File: src/logic/pack_override_pkg.sv
// constants shared by both ends of the pack host-override link
// What this block does
// - discharge switch bit written directly, resets off
// - discharge overcurrent clears switch bit unless overridden
// - short circuit always forces switches off
// - override register resets zero, top bit reserved
// - switch override hands switch control to host
// - listed faults force switches off regardless
// - balance override stops automatic cell balancing
// - load override stops automatic load monitoring
// - charger override stops automatic charger monitoring
// - scan override stops automatic measurement scans
// - watchdog clears scan override, resume after transaction
// - open-wire trigger starts scan, reads busy
// - open-wire trigger needs detect-disable or scan override
// - balance apply drives masked outputs under override
// - load trigger pulses recovery, updates status, clears
package pack_override_pkg;
  // ----------------------------------------
  // register map of the monitor
  // ----------------------------------------
  localparam logic [7:0] STATUS_ADDR = 8'h82;
  localparam logic [7:0] MASK_ADDR = 8'h84;
  localparam logic [7:0] CONTROL1_ADDR = 8'h86;
  localparam logic [7:0] OVERRIDE_ADDR = 8'h87;
  localparam logic [7:0] OW_CONFIG_ADDR = 8'h4a;
  localparam logic [7:0] REG_RESET = 8'h00;
  // ----------------------------------------
  // field positions
  // ----------------------------------------
  localparam int LOAD_PRESENT_BIT = 0;
  localparam int CHARGER_PRESENT_BIT = 1;
  localparam int DISCHARGE_ON_BIT = 0;
  localparam int CHARGER_TRIG_BIT = 4;
  localparam int LOAD_TRIG_BIT = 6;
  localparam int RESERVED_BIT = 7;
  localparam int SWITCH_OVR_BIT = 6;
  localparam int BALANCE_OVR_BIT = 5;
  localparam int LOAD_OVR_BIT = 4;
  localparam int CHARGER_OVR_BIT = 3;
  localparam int SCAN_OVR_BIT = 2;
  localparam int OW_TRIG_BIT = 1;
  localparam int BALANCE_APPLY_BIT = 0;
  localparam int OW_DISABLE_BIT = 1;
  localparam logic [7:0] RESERVED_MASK = 8'h80;
  // ----------------------------------------
  // controller registers on the axi side
  // ----------------------------------------
  localparam logic [3:0] CMD_OFFSET = 4'h0;
  localparam logic [3:0] STAT_OFFSET = 4'h4;
  localparam int CMD_WRITE_BIT = 16;
  localparam int STAT_BUSY_BIT = 0;
  localparam logic [1:0] RESP_OKAY = 2'b00;
  localparam logic [1:0] RESP_SLVERR = 2'b10;
endpackage : pack_override_pkg

File: src/logic/pack_link_if.sv
// register link between the host controller and the pack monitor
`timescale 1ns/100ps
interface pack_link_if;
  logic req;
  logic we;
  logic [7:0] addr;
  logic [7:0] wdata;
  logic ack;
  logic [7:0] rdata;
  modport monitor (input req, input we, input addr, input wdata, output ack, output rdata);
  modport host (output req, output we, output addr, output wdata, input ack, input rdata);
endinterface : pack_link_if

File: src/logic/pack_override_monitor.sv
// monitor end: host-override control register bank
`timescale 1ns/100ps
module pack_override_monitor
  import pack_override_pkg::*;
#(
  parameter int BAL_CELLS = 8
) (
  input wire logic aclk,
  input wire logic aresetn,
  pack_link_if.monitor link,
  input wire logic discharge_overcurrent,
  input wire logic discharge_short_circuit,
  input wire logic open_wire_fault,
  input wire logic internal_over_temp,
  input wire logic overvoltage_lockout,
  input wire logic undervoltage_lockout,
  input wire logic sleep_mode,
  input wire logic switches_off_input,
  input wire logic watchdog_expired,
  input wire logic open_wire_scan_done,
  input wire logic load_detect_pin,
  input wire logic charger_detect_pin,
  output logic discharge_switch_gate,
  output logic auto_switch_enable,
  output logic auto_balance_enable,
  output logic auto_load_monitor_enable,
  output logic auto_charger_monitor_enable,
  output logic auto_scan_enable,
  output logic open_wire_scan_start,
  output logic load_recovery_pulse,
  output logic charger_recovery_pulse,
  output logic [BAL_CELLS-1:0] balance_gate_outputs
);
  if (BAL_CELLS < 1 || BAL_CELLS > 8) begin : bad_cells
    $error("BAL_CELLS must be 1 to 8");
  end

  // ----------------------------------------
  // link access
  // ----------------------------------------
  logic take;
  logic wr;
  logic discharge_switch_on;
  logic load_monitor_trigger;
  logic charger_monitor_trigger;
  logic host_switch_override;
  logic host_balance_override;
  logic host_load_monitor_override;
  logic host_charger_monitor_override;
  logic host_scan_override;
  logic open_wire_scan_trigger;
  logic balance_apply;
  logic open_wire_detect_disable;
  logic [7:0] balance_output_mask;
  logic load_present;
  logic charger_present;
  logic scan_hold;
  logic ow_set;
  logic forced_off;
  logic [7:0] next_rdata;

  assign take = link.req && !link.ack;
  assign wr = take && link.we;

  always_ff @(posedge aclk) begin
    if (!aresetn) begin
      link.ack <= 1'b0;
    end else begin
      link.ack <= take;
    end
  end

  always_comb begin
    next_rdata = REG_RESET;
    unique case (link.addr)
      STATUS_ADDR: begin
        next_rdata[LOAD_PRESENT_BIT] = load_present;
        next_rdata[CHARGER_PRESENT_BIT] = charger_present;
      end
      MASK_ADDR: next_rdata = balance_output_mask;
      CONTROL1_ADDR: begin
        next_rdata[DISCHARGE_ON_BIT] = discharge_switch_on;
        next_rdata[LOAD_TRIG_BIT] = load_monitor_trigger;
        next_rdata[CHARGER_TRIG_BIT] = charger_monitor_trigger;
      end
      OVERRIDE_ADDR: begin
        next_rdata[SWITCH_OVR_BIT] = host_switch_override;
        next_rdata[BALANCE_OVR_BIT] = host_balance_override;
        next_rdata[LOAD_OVR_BIT] = host_load_monitor_override;
        next_rdata[CHARGER_OVR_BIT] = host_charger_monitor_override;
        next_rdata[SCAN_OVR_BIT] = host_scan_override;
        next_rdata[OW_TRIG_BIT] = open_wire_scan_trigger;
        next_rdata[BALANCE_APPLY_BIT] = balance_apply;
      end
      OW_CONFIG_ADDR: next_rdata[OW_DISABLE_BIT] = open_wire_detect_disable;
      default: next_rdata = REG_RESET;
    endcase
  end

  always_ff @(posedge aclk) begin
    if (!aresetn) begin
      link.rdata <= REG_RESET;
    end else if (take) begin
      link.rdata <= next_rdata;
    end
  end

  // ----------------------------------------
  // discharge switch
  // ----------------------------------------
  // a fault clearing the bit beats a host write in the same cycle: safety first
  always_ff @(posedge aclk) begin
    if (!aresetn) begin
      discharge_switch_on <= 1'b0;
    end else if (discharge_short_circuit) begin
      discharge_switch_on <= 1'b0;
    end else if (discharge_overcurrent && !host_switch_override) begin
      discharge_switch_on <= 1'b0;
    end else if (wr && link.addr == CONTROL1_ADDR) begin
      discharge_switch_on <= link.wdata[DISCHARGE_ON_BIT];
    end
  end

  assign forced_off = discharge_short_circuit || open_wire_fault || internal_over_temp
    || overvoltage_lockout || undervoltage_lockout || sleep_mode
    || switches_off_input;
  assign discharge_switch_gate = discharge_switch_on && !forced_off;
  assign auto_switch_enable = !host_switch_override;

  // ----------------------------------------
  // override register
  // ----------------------------------------
  // reserved top bit is never stored, so it always reads zero
  always_ff @(posedge aclk) begin
    if (!aresetn) begin
      host_switch_override <= 1'b0;
      host_balance_override <= 1'b0;
      host_load_monitor_override <= 1'b0;
      host_charger_monitor_override <= 1'b0;
      balance_apply <= 1'b0;
    end else if (wr && link.addr == OVERRIDE_ADDR) begin
      host_switch_override <= link.wdata[SWITCH_OVR_BIT];
      host_balance_override <= link.wdata[BALANCE_OVR_BIT];
      host_load_monitor_override <= link.wdata[LOAD_OVR_BIT];
      host_charger_monitor_override <= link.wdata[CHARGER_OVR_BIT];
      balance_apply <= link.wdata[BALANCE_APPLY_BIT];
    end
  end

  // watchdog expiry wins over a write landing in the same cycle
  always_ff @(posedge aclk) begin
    if (!aresetn) begin
      host_scan_override <= 1'b0;
    end else if (watchdog_expired) begin
      host_scan_override <= 1'b0;
    end else if (wr && link.addr == OVERRIDE_ADDR) begin
      host_scan_override <= link.wdata[SCAN_OVR_BIT];
    end
  end

  always_ff @(posedge aclk) begin
    if (!aresetn) begin
      scan_hold <= 1'b0;
    end else if (watchdog_expired) begin
      scan_hold <= 1'b1;
    end else if (take) begin
      scan_hold <= 1'b0;
    end
  end

  assign auto_scan_enable = !host_scan_override && !scan_hold;
  assign auto_balance_enable = !host_balance_override;
  assign auto_load_monitor_enable = !host_load_monitor_override;
  assign auto_charger_monitor_enable = !host_charger_monitor_override;

  // ----------------------------------------
  // open-wire scan
  // ----------------------------------------
  assign ow_set = wr && link.addr == OVERRIDE_ADDR && link.wdata[OW_TRIG_BIT]
    && (open_wire_detect_disable || host_scan_override);

  // a new start wins over a completion in the same cycle
  always_ff @(posedge aclk) begin
    if (!aresetn) begin
      open_wire_scan_trigger <= 1'b0;
    end else if (ow_set) begin
      open_wire_scan_trigger <= 1'b1;
    end else if (open_wire_scan_done) begin
      open_wire_scan_trigger <= 1'b0;
    end
  end

  always_ff @(posedge aclk) begin
    if (!aresetn) begin
      open_wire_scan_start <= 1'b0;
    end else begin
      open_wire_scan_start <= ow_set;
    end
  end

  always_ff @(posedge aclk) begin
    if (!aresetn) begin
      open_wire_detect_disable <= 1'b0;
    end else if (wr && link.addr == OW_CONFIG_ADDR) begin
      open_wire_detect_disable <= link.wdata[OW_DISABLE_BIT];
    end
  end

  // ----------------------------------------
  // load and charger monitor triggers
  // ----------------------------------------
  always_ff @(posedge aclk) begin
    if (!aresetn) begin
      load_monitor_trigger <= 1'b0;
      load_recovery_pulse <= 1'b0;
    end else begin
      load_recovery_pulse <= load_monitor_trigger;
      if (wr && link.addr == CONTROL1_ADDR && link.wdata[LOAD_TRIG_BIT]
          && host_load_monitor_override) begin
        load_monitor_trigger <= 1'b1;
      end else begin
        load_monitor_trigger <= 1'b0;
      end
    end
  end

  always_ff @(posedge aclk) begin
    if (!aresetn) begin
      charger_monitor_trigger <= 1'b0;
      charger_recovery_pulse <= 1'b0;
    end else begin
      charger_recovery_pulse <= charger_monitor_trigger;
      if (wr && link.addr == CONTROL1_ADDR && link.wdata[CHARGER_TRIG_BIT]
          && host_charger_monitor_override) begin
        charger_monitor_trigger <= 1'b1;
      end else begin
        charger_monitor_trigger <= 1'b0;
      end
    end
  end

  // status sampled while the recovery pulse is out
  always_ff @(posedge aclk) begin
    if (!aresetn) begin
      load_present <= 1'b0;
      charger_present <= 1'b0;
    end else begin
      if (load_recovery_pulse) begin
        load_present <= load_detect_pin;
      end
      if (charger_recovery_pulse) begin
        charger_present <= charger_detect_pin;
      end
    end
  end

  // ----------------------------------------
  // balance outputs and mask
  // ----------------------------------------
  always_ff @(posedge aclk) begin
    if (!aresetn) begin
      balance_output_mask <= REG_RESET;
    end else if (wr && link.addr == MASK_ADDR) begin
      balance_output_mask <= link.wdata;
    end
  end

  for (genvar i = 0; i < BAL_CELLS; i++) begin : gen_bal
    assign balance_gate_outputs[i] = host_balance_override && balance_apply
      && balance_output_mask[i];
  end
endmodule : pack_override_monitor

File: src/flat_wrapper.sv
// flat-port wrapper written by rule: the top's interface ports become plain ports
module pack_override_monitor_flat import pack_override_pkg::*;
#(
  parameter int BAL_CELLS = 8
)
  (aclk, aresetn, discharge_overcurrent, discharge_short_circuit, open_wire_fault, internal_over_temp, overvoltage_lockout, undervoltage_lockout, sleep_mode, switches_off_input, watchdog_expired, open_wire_scan_done, load_detect_pin, charger_detect_pin, discharge_switch_gate, auto_switch_enable, auto_balance_enable, auto_load_monitor_enable, auto_charger_monitor_enable, auto_scan_enable, open_wire_scan_start, load_recovery_pulse, charger_recovery_pulse, balance_gate_outputs, link_req, link_we, link_addr, link_wdata, link_ack, link_rdata);
  pack_link_if link_i ();
  input wire logic aclk;
  input wire logic aresetn;
  input wire logic discharge_overcurrent;
  input wire logic discharge_short_circuit;
  input wire logic open_wire_fault;
  input wire logic internal_over_temp;
  input wire logic overvoltage_lockout;
  input wire logic undervoltage_lockout;
  input wire logic sleep_mode;
  input wire logic switches_off_input;
  input wire logic watchdog_expired;
  input wire logic open_wire_scan_done;
  input wire logic load_detect_pin;
  input wire logic charger_detect_pin;
  output logic discharge_switch_gate;
  output logic auto_switch_enable;
  output logic auto_balance_enable;
  output logic auto_load_monitor_enable;
  output logic auto_charger_monitor_enable;
  output logic auto_scan_enable;
  output logic open_wire_scan_start;
  output logic load_recovery_pulse;
  output logic charger_recovery_pulse;
  output logic [BAL_CELLS-1:0] balance_gate_outputs;
  input wire logic [$bits(link_i.req)-1:0] link_req;
  input wire logic [$bits(link_i.we)-1:0] link_we;
  input wire logic [$bits(link_i.addr)-1:0] link_addr;
  input wire logic [$bits(link_i.wdata)-1:0] link_wdata;
  output wire logic [$bits(link_i.ack)-1:0] link_ack;
  output wire logic [$bits(link_i.rdata)-1:0] link_rdata;
  assign link_i.req = link_req;
  assign link_i.we = link_we;
  assign link_i.addr = link_addr;
  assign link_i.wdata = link_wdata;
  assign link_ack = link_i.ack;
  assign link_rdata = link_i.rdata;
  pack_override_monitor #(.BAL_CELLS(BAL_CELLS)) u_core (.aclk(aclk), .aresetn(aresetn), .link(link_i), .discharge_overcurrent(discharge_overcurrent), .discharge_short_circuit(discharge_short_circuit), .open_wire_fault(open_wire_fault), .internal_over_temp(internal_over_temp), .overvoltage_lockout(overvoltage_lockout), .undervoltage_lockout(undervoltage_lockout), .sleep_mode(sleep_mode), .switches_off_input(switches_off_input), .watchdog_expired(watchdog_expired), .open_wire_scan_done(open_wire_scan_done), .load_detect_pin(load_detect_pin), .charger_detect_pin(charger_detect_pin), .discharge_switch_gate(discharge_switch_gate), .auto_switch_enable(auto_switch_enable), .auto_balance_enable(auto_balance_enable), .auto_load_monitor_enable(auto_load_monitor_enable), .auto_charger_monitor_enable(auto_charger_monitor_enable), .auto_scan_enable(auto_scan_enable), .open_wire_scan_start(open_wire_scan_start), .load_recovery_pulse(load_recovery_pulse), .charger_recovery_pulse(charger_recovery_pulse), .balance_gate_outputs(balance_gate_outputs));
endmodule
File: config.mk
export PLATFORM = sky130hd
export DESIGN_NAME = pack_override_monitor_flat
export DESIGN_NICKNAME = d
export VERILOG_FILES = /design/src/logic/pack_override_pkg.sv /design/src/logic/pack_link_if.sv /design/src/logic/pack_override_monitor.sv /design/src/flat_wrapper.sv
export SDC_FILE = /design/constraint.sdc
export NUM_CORES = 1
export LEC_CHECK = 0
export BUFFER_PORTS_ARGS = -buffer_cell sky130_fd_sc_hd__buf_2
export CORE_AREA = 2 2 80 44
export DETAILED_ROUTE_END_ITERATION = 10
export DIE_AREA = 0 0 82 46
export PLACE_DENSITY = 0.82
export SLEW_MARGIN = 20
export SYNTH_ARGS = -nofsm -noshare
export SYNTH_HDL_FRONTEND = slang
export SYNTH_SLANG_ARGS = --single-unit
File: constraint.sdc
create_clock -name aclk -period 3.3 [get_ports aclk]
set_clock_uncertainty 0.1 [all_clocks]
set_input_delay 0.165 -clock aclk [delete_from_list [all_inputs] [get_ports aclk]]
set_output_delay 0.165 -clock aclk [all_outputs]
set_load 0.02 [all_outputs]
Yosys cells after proc, flatten, opt, wreduce, memory -nomap -nowiden

Index checks and enable logic that the tools add are counted.

Add/subtract/negate cells: 0
Multipliers: 0
Divide/modulo/power cells: 0
Order comparisons: 0
Equality and inequality tests: 5
Shift-type cells: 0
Multiplexer cells: 13
Bitwise operators: 1
Reduce and logical (&&, ||, !) cells: 43

Operators by type and width:

| kind                                                 | number |
|---|---|
| equality test 8 bit (second input constant)          | 4 |
| logical AND 1 bit                                    | 24 |
| equality test 8 x 7 -> 1 bit (second input constant) | 1 |
| logical NOT 1 bit                                    | 8 |
| case mux 1 bit (4 select lines)                      | 2 |
| logical OR 1 bit                                     | 7 |
| two-way mux 1 bit                                    | 7 |
| case mux 1 bit (3 select lines)                      | 2 |
| case mux 2 bit (2 select lines)                      | 1 |
| nonzero test 2 bit                                   | 2 |
| OR reduction 3 bit                                   | 1 |
| case mux 1 bit (2 select lines)                      | 1 |
| OR reduction 2 bit                                   | 1 |
| inverter 1 bit                                       | 1 |

Flip-flop bits (word level): 34
Latch bits: 0
Bits in writable memories: 0
Bits in read-only memories: 0
Input bits: 32
Output and inout bits: 26
Logic and storage cells: 82
Memories: 0

Logic depth before layout (Yosys ltp)

Depth after elaboration: 8
Gate-level depth with buffers: 6
Gate-level depth less buffers: 4

Worst setup path after synthesis

Ideal clock, no wire load.

Path type: register -> register
Start: register u_core.link.ack
End: register u_core.discharge_switch_on
Library setup time: 112 ps
Arrival: 1363 ps
Data required time: 3088 ps
Slack: 1725 ps
Cell stages (with the launch flop): 6
Buffers on the path: 1
Period minus slack after synthesis: 1575 ps
Cell sequence: dfxtp_1 -> and3b_1 -> clkbuf_1 -> nand4_1 -> mux2i_1 -> a2111oi_1

Word-level cells in the longest chain between the ends: 4

RTL lines:

| element                  | RTL line                     | text |
|---|---|---|
| start: declaration       | pack_link_if.sv:10           | `modport monitor (input req, input we, input addr, input wdata, output ack, output rdata);` |
| start signal: assignment | pack_override_monitor.sv:69  | `link.ack <= take;` |
| logical NOT 1 bit        | pack_override_monitor.sv:62  | `assign take = link.req && !link.ack;` |
| logical AND 1 bit        | pack_override_monitor.sv:62  |  |
| logical AND 1 bit        | pack_override_monitor.sv:63  | `assign wr = take && link.we;` |
| logical AND 1 bit        | pack_override_monitor.sv:119 | `end else if (wr && link.addr == CONTROL1_ADDR) begin` |
| end signal: assignment   | pack_override_monitor.sv:120 | `discharge_switch_on <= link.wdata[DISCHARGE_ON_BIT];` |
| end: declaration         | pack_override_monitor.sv:43  | `logic discharge_switch_on;` |

No other way between the ends.
A chain may end at the register's enable or synchronous reset.

Worst setup path in the final report

Ends and elaborated chain as after synthesis.

==> results.cfg <==
[run_status]
status = completed

[setup_path]
cp_slowest_cell = dlygate4sd3_1
critical_path.cell_chain = and3b_1 -> nand4_1 -> mux2i_1 -> a2111oi_1 -> dlygate4sd3_1
r2r_setup_slack_ns = 0.95
arrival_ns = 2.48
critPathLaunchType = register
timing.rr.end = u_core.discharge_switch_on$_SDFFE_PP0P_
critPathMaxFanout = 6
r2r-start = u_core.link.ack$_SDFF_PN0_
slowest_delay_ns = 0.65
worstSetupPathType = reg2reg
required_ns = 3.43
end_kind = register
reg2regPathDepth = 5

[drt]
wl_mm = 4.16
post_drt_via_cell_ratio = 5.58
drc = 0
route.vias.total = 1552
final_antenna_net_count = 0
drtIter0Drc = 127
wl_per_cell_um = 15.0
first_pass_iters = 5

[cts]
cts_max_level = 2
cts_sinks = 34
path_clk_slew_ns = 0.07
ctsResizeCount = 0
clock_latency_ns = 0.29
tritoncts = yes
clock-root-buffer = clkbuf_8
cts.path.max_buffers = 2
numCtsBuffers = 5

[synthesis]
ys_warn_count = 0
yosys.area.top_type_share_pct = 44.3
yosysUniqueCellTypes = 38
synthesis.nets = 211
synth_edf_count = 0
synth_fa_ha_area_share_pct = 0
syn_area_sq_mm = 0.00154
synthArstFlopShare_pct = 0
seq_area_frac_synth_pct = 44.3
syn_inst = 179
synth_top_family_by_area = simple AND/OR/NAND/NOR gates
synth-compound-area-share_pct = 14.2
synth_top_cell_by_area = dfxtp_1
synth_ff_type = dfxtp_1
synthSimpleGateAreaFrac_pct = 31.1
ys_ff_latch = 34
synthTopCellsByArea = dfxtp_1, nand3_1, o21ai_1
synth-xor-area-share_pct = 0
synthMuxAreaShare_pct = 5.45
postSynthAreaPerCell_sq_um = 8.59

[worst_hold_path]
holdPathStages = 3
holdCritStartpoint = link_wdata[7]
holdPathEnd = u_core.balance_output_mask[7]$_SDFFE_PN0P_
min_path_type = in2reg

[floorplan]
start_util_pct = 48.8
num_io_pins = 58
placementRows = 15
die_area_sq_mm = 0.00377
die_x_um = 82
core_sq_mm = 0.00315
die_h_um = 46

[sta]
min_period_ns = 2.35
max_freq_ghz = 0.425
whs_ns = 0.00553
hold_viol = 0
setup_viol = 0
worstMarginPinSlew_ns = 0.584
finalSetupTns_ns = 0
timing.slew.headroom_pct = 60.9
rsz0062_at_grt = false
fin_crit_sh_pct = 71.2
setup_ws_ns = 0.949
drv_slew = 0

[global_route]
grt_pass1_vias = 1380
grt_usage_pct = 23.7
grt.overflow.total = 0
antenna_found_initial = 0
grt_pass1_wl_mm = 6.46
grt_max_degree = 33

[final_layout]
diodes = 0
final_cell_mix = buf_2, dfxtp_1, nand3_1, nand2_1, o21ai_1
syn_to_final_growth_pct = 27.3
drive_above_1_share_pct = 30.1
final_net_count = 267
final_common_cell = buf_2
reg_top3 = u_core.balance_output_mask: 8 flops, u_core.link.rdata: 8 flops

[pwr]
ir_worst_vdd_mv = 0.180
power_uw = 807
p_leak_nw = 0.858
p_per_area_mw_per_mm2 = 413

[placement]
dp_slack_ns = 1.55
dp_hpwl_mm = 2.99
io_buffers = 57
place_congestion = 0.776

[run]
drv_cap = 0
==> worst max path at each step <==
stage | from | end | slack, ns | cells past startpoint
after CTS | u_core.link.ack$_SDFF_PN0_ | u_core.discharge_switch_on$_SDFFE_PP0P_ | 1.22 | 5
final | u_core.link.ack$_SDFF_PN0_ | u_core.discharge_switch_on$_SDFFE_PP0P_ | 0.95 | 5
after global placement | link_addr[5] | u_core.host_scan_override$_SDFFE_PP0P_ | 1.61 | 5
after detailed placement | link_addr[5] | u_core.host_scan_override$_SDFFE_PP0P_ | 1.55 | 5
after floorplan | u_core.link.ack$_SDFF_PN0_ | u_core.discharge_switch_on$_SDFFE_PP0P_ | 1.73 | 5
after global routing | u_core.link.ack$_SDFF_PN0_ | u_core.discharge_switch_on$_SDFFE_PP0P_ | 0.89 | 5
==> logic make-up (layout without fill, tap and decap cells) <==
group	Yosys count	after routing
simple gates	85	85
compound gates	34	34
flops	34	34
buf+inv	18	75
mux	8	8
==> through the flow <==
stage / instances / cell area (sq um) / util [%]
floorplan: 179 / 1540 / -
global placement: 266 / 1820 / 57.8
detailed placement: 266 / 1820 / 57.8
CTS: 278 / 1960 / 62.1
global route: 278 / 1960 / 62.1
finish: 278 / 1960 / 62.1
==> power breakdown <==
group	total, mW	internal [mW]	switching (mW)
combinational	0.0686	0.0260	0.0426
sequential	0.414	0.412	0.00134
clock	0.325	0.168	0.157
total	0.807	0.606	0.201
==> routing by layer <==
layer	wire length, um	GRT usage (%)	up-vias
met4	55	9.33	0
met3	436	7.74	8
li1	-	-	754
met1	1950	32.3	703
met5	0	0	-
met2	1720	34.8	87
==> area by class of cell <==
| cell class | count | area, sq um |
|---|---|---|
| Fill cell | 287 | 1200 |
| Multi-Input combinational cell | 127 | 781 |
| Sequential cell | 34 | 681 |
| Timing Repair Buffer | 61 | 325 |
| Clock buffer | 6 | 82.6 |
| Tap cell | 42 | 52.6 |
| Inverter | 6 | 22.5 |
| Clock inverter | 2 | 12.5 |
==> synthesized netlist by cell type, types with 3 or more instances <==
master and count:
nand4_1 6, and2_1 4, a22o_1 3, dfxtp_1 34, buf_2 4, nand2_1 17
clkbuf_1 7, nand3_1 23, nor2_1 10, and3_1 8, inv_1 5, mux2_1 3
o21ai_1 13, mux2i_1 5, nor2b_1 4, a21oi_1 5
==> worst max-delay path: cells and delay by family, from the launching register on <==
family | cells | cell delay (ns)
AND/OR/NAND/NOR | 2 | 0.53
multiplexers | 1 | 0.17
AO/OA/AOI/OAI | 1 | 0.52
flip-flops | 1 | 0.32
buffers and inverters | 1 | 0.65
==> repair_timing <==
item | in CTS | in global routing
setup buffers | 0 | 0
endpoints found under the hold margin | 3 | 0
hold buffers | 4 | 0
endpoints found under the setup margin | 0 | 0
Power figures use the tool's default switching activity.
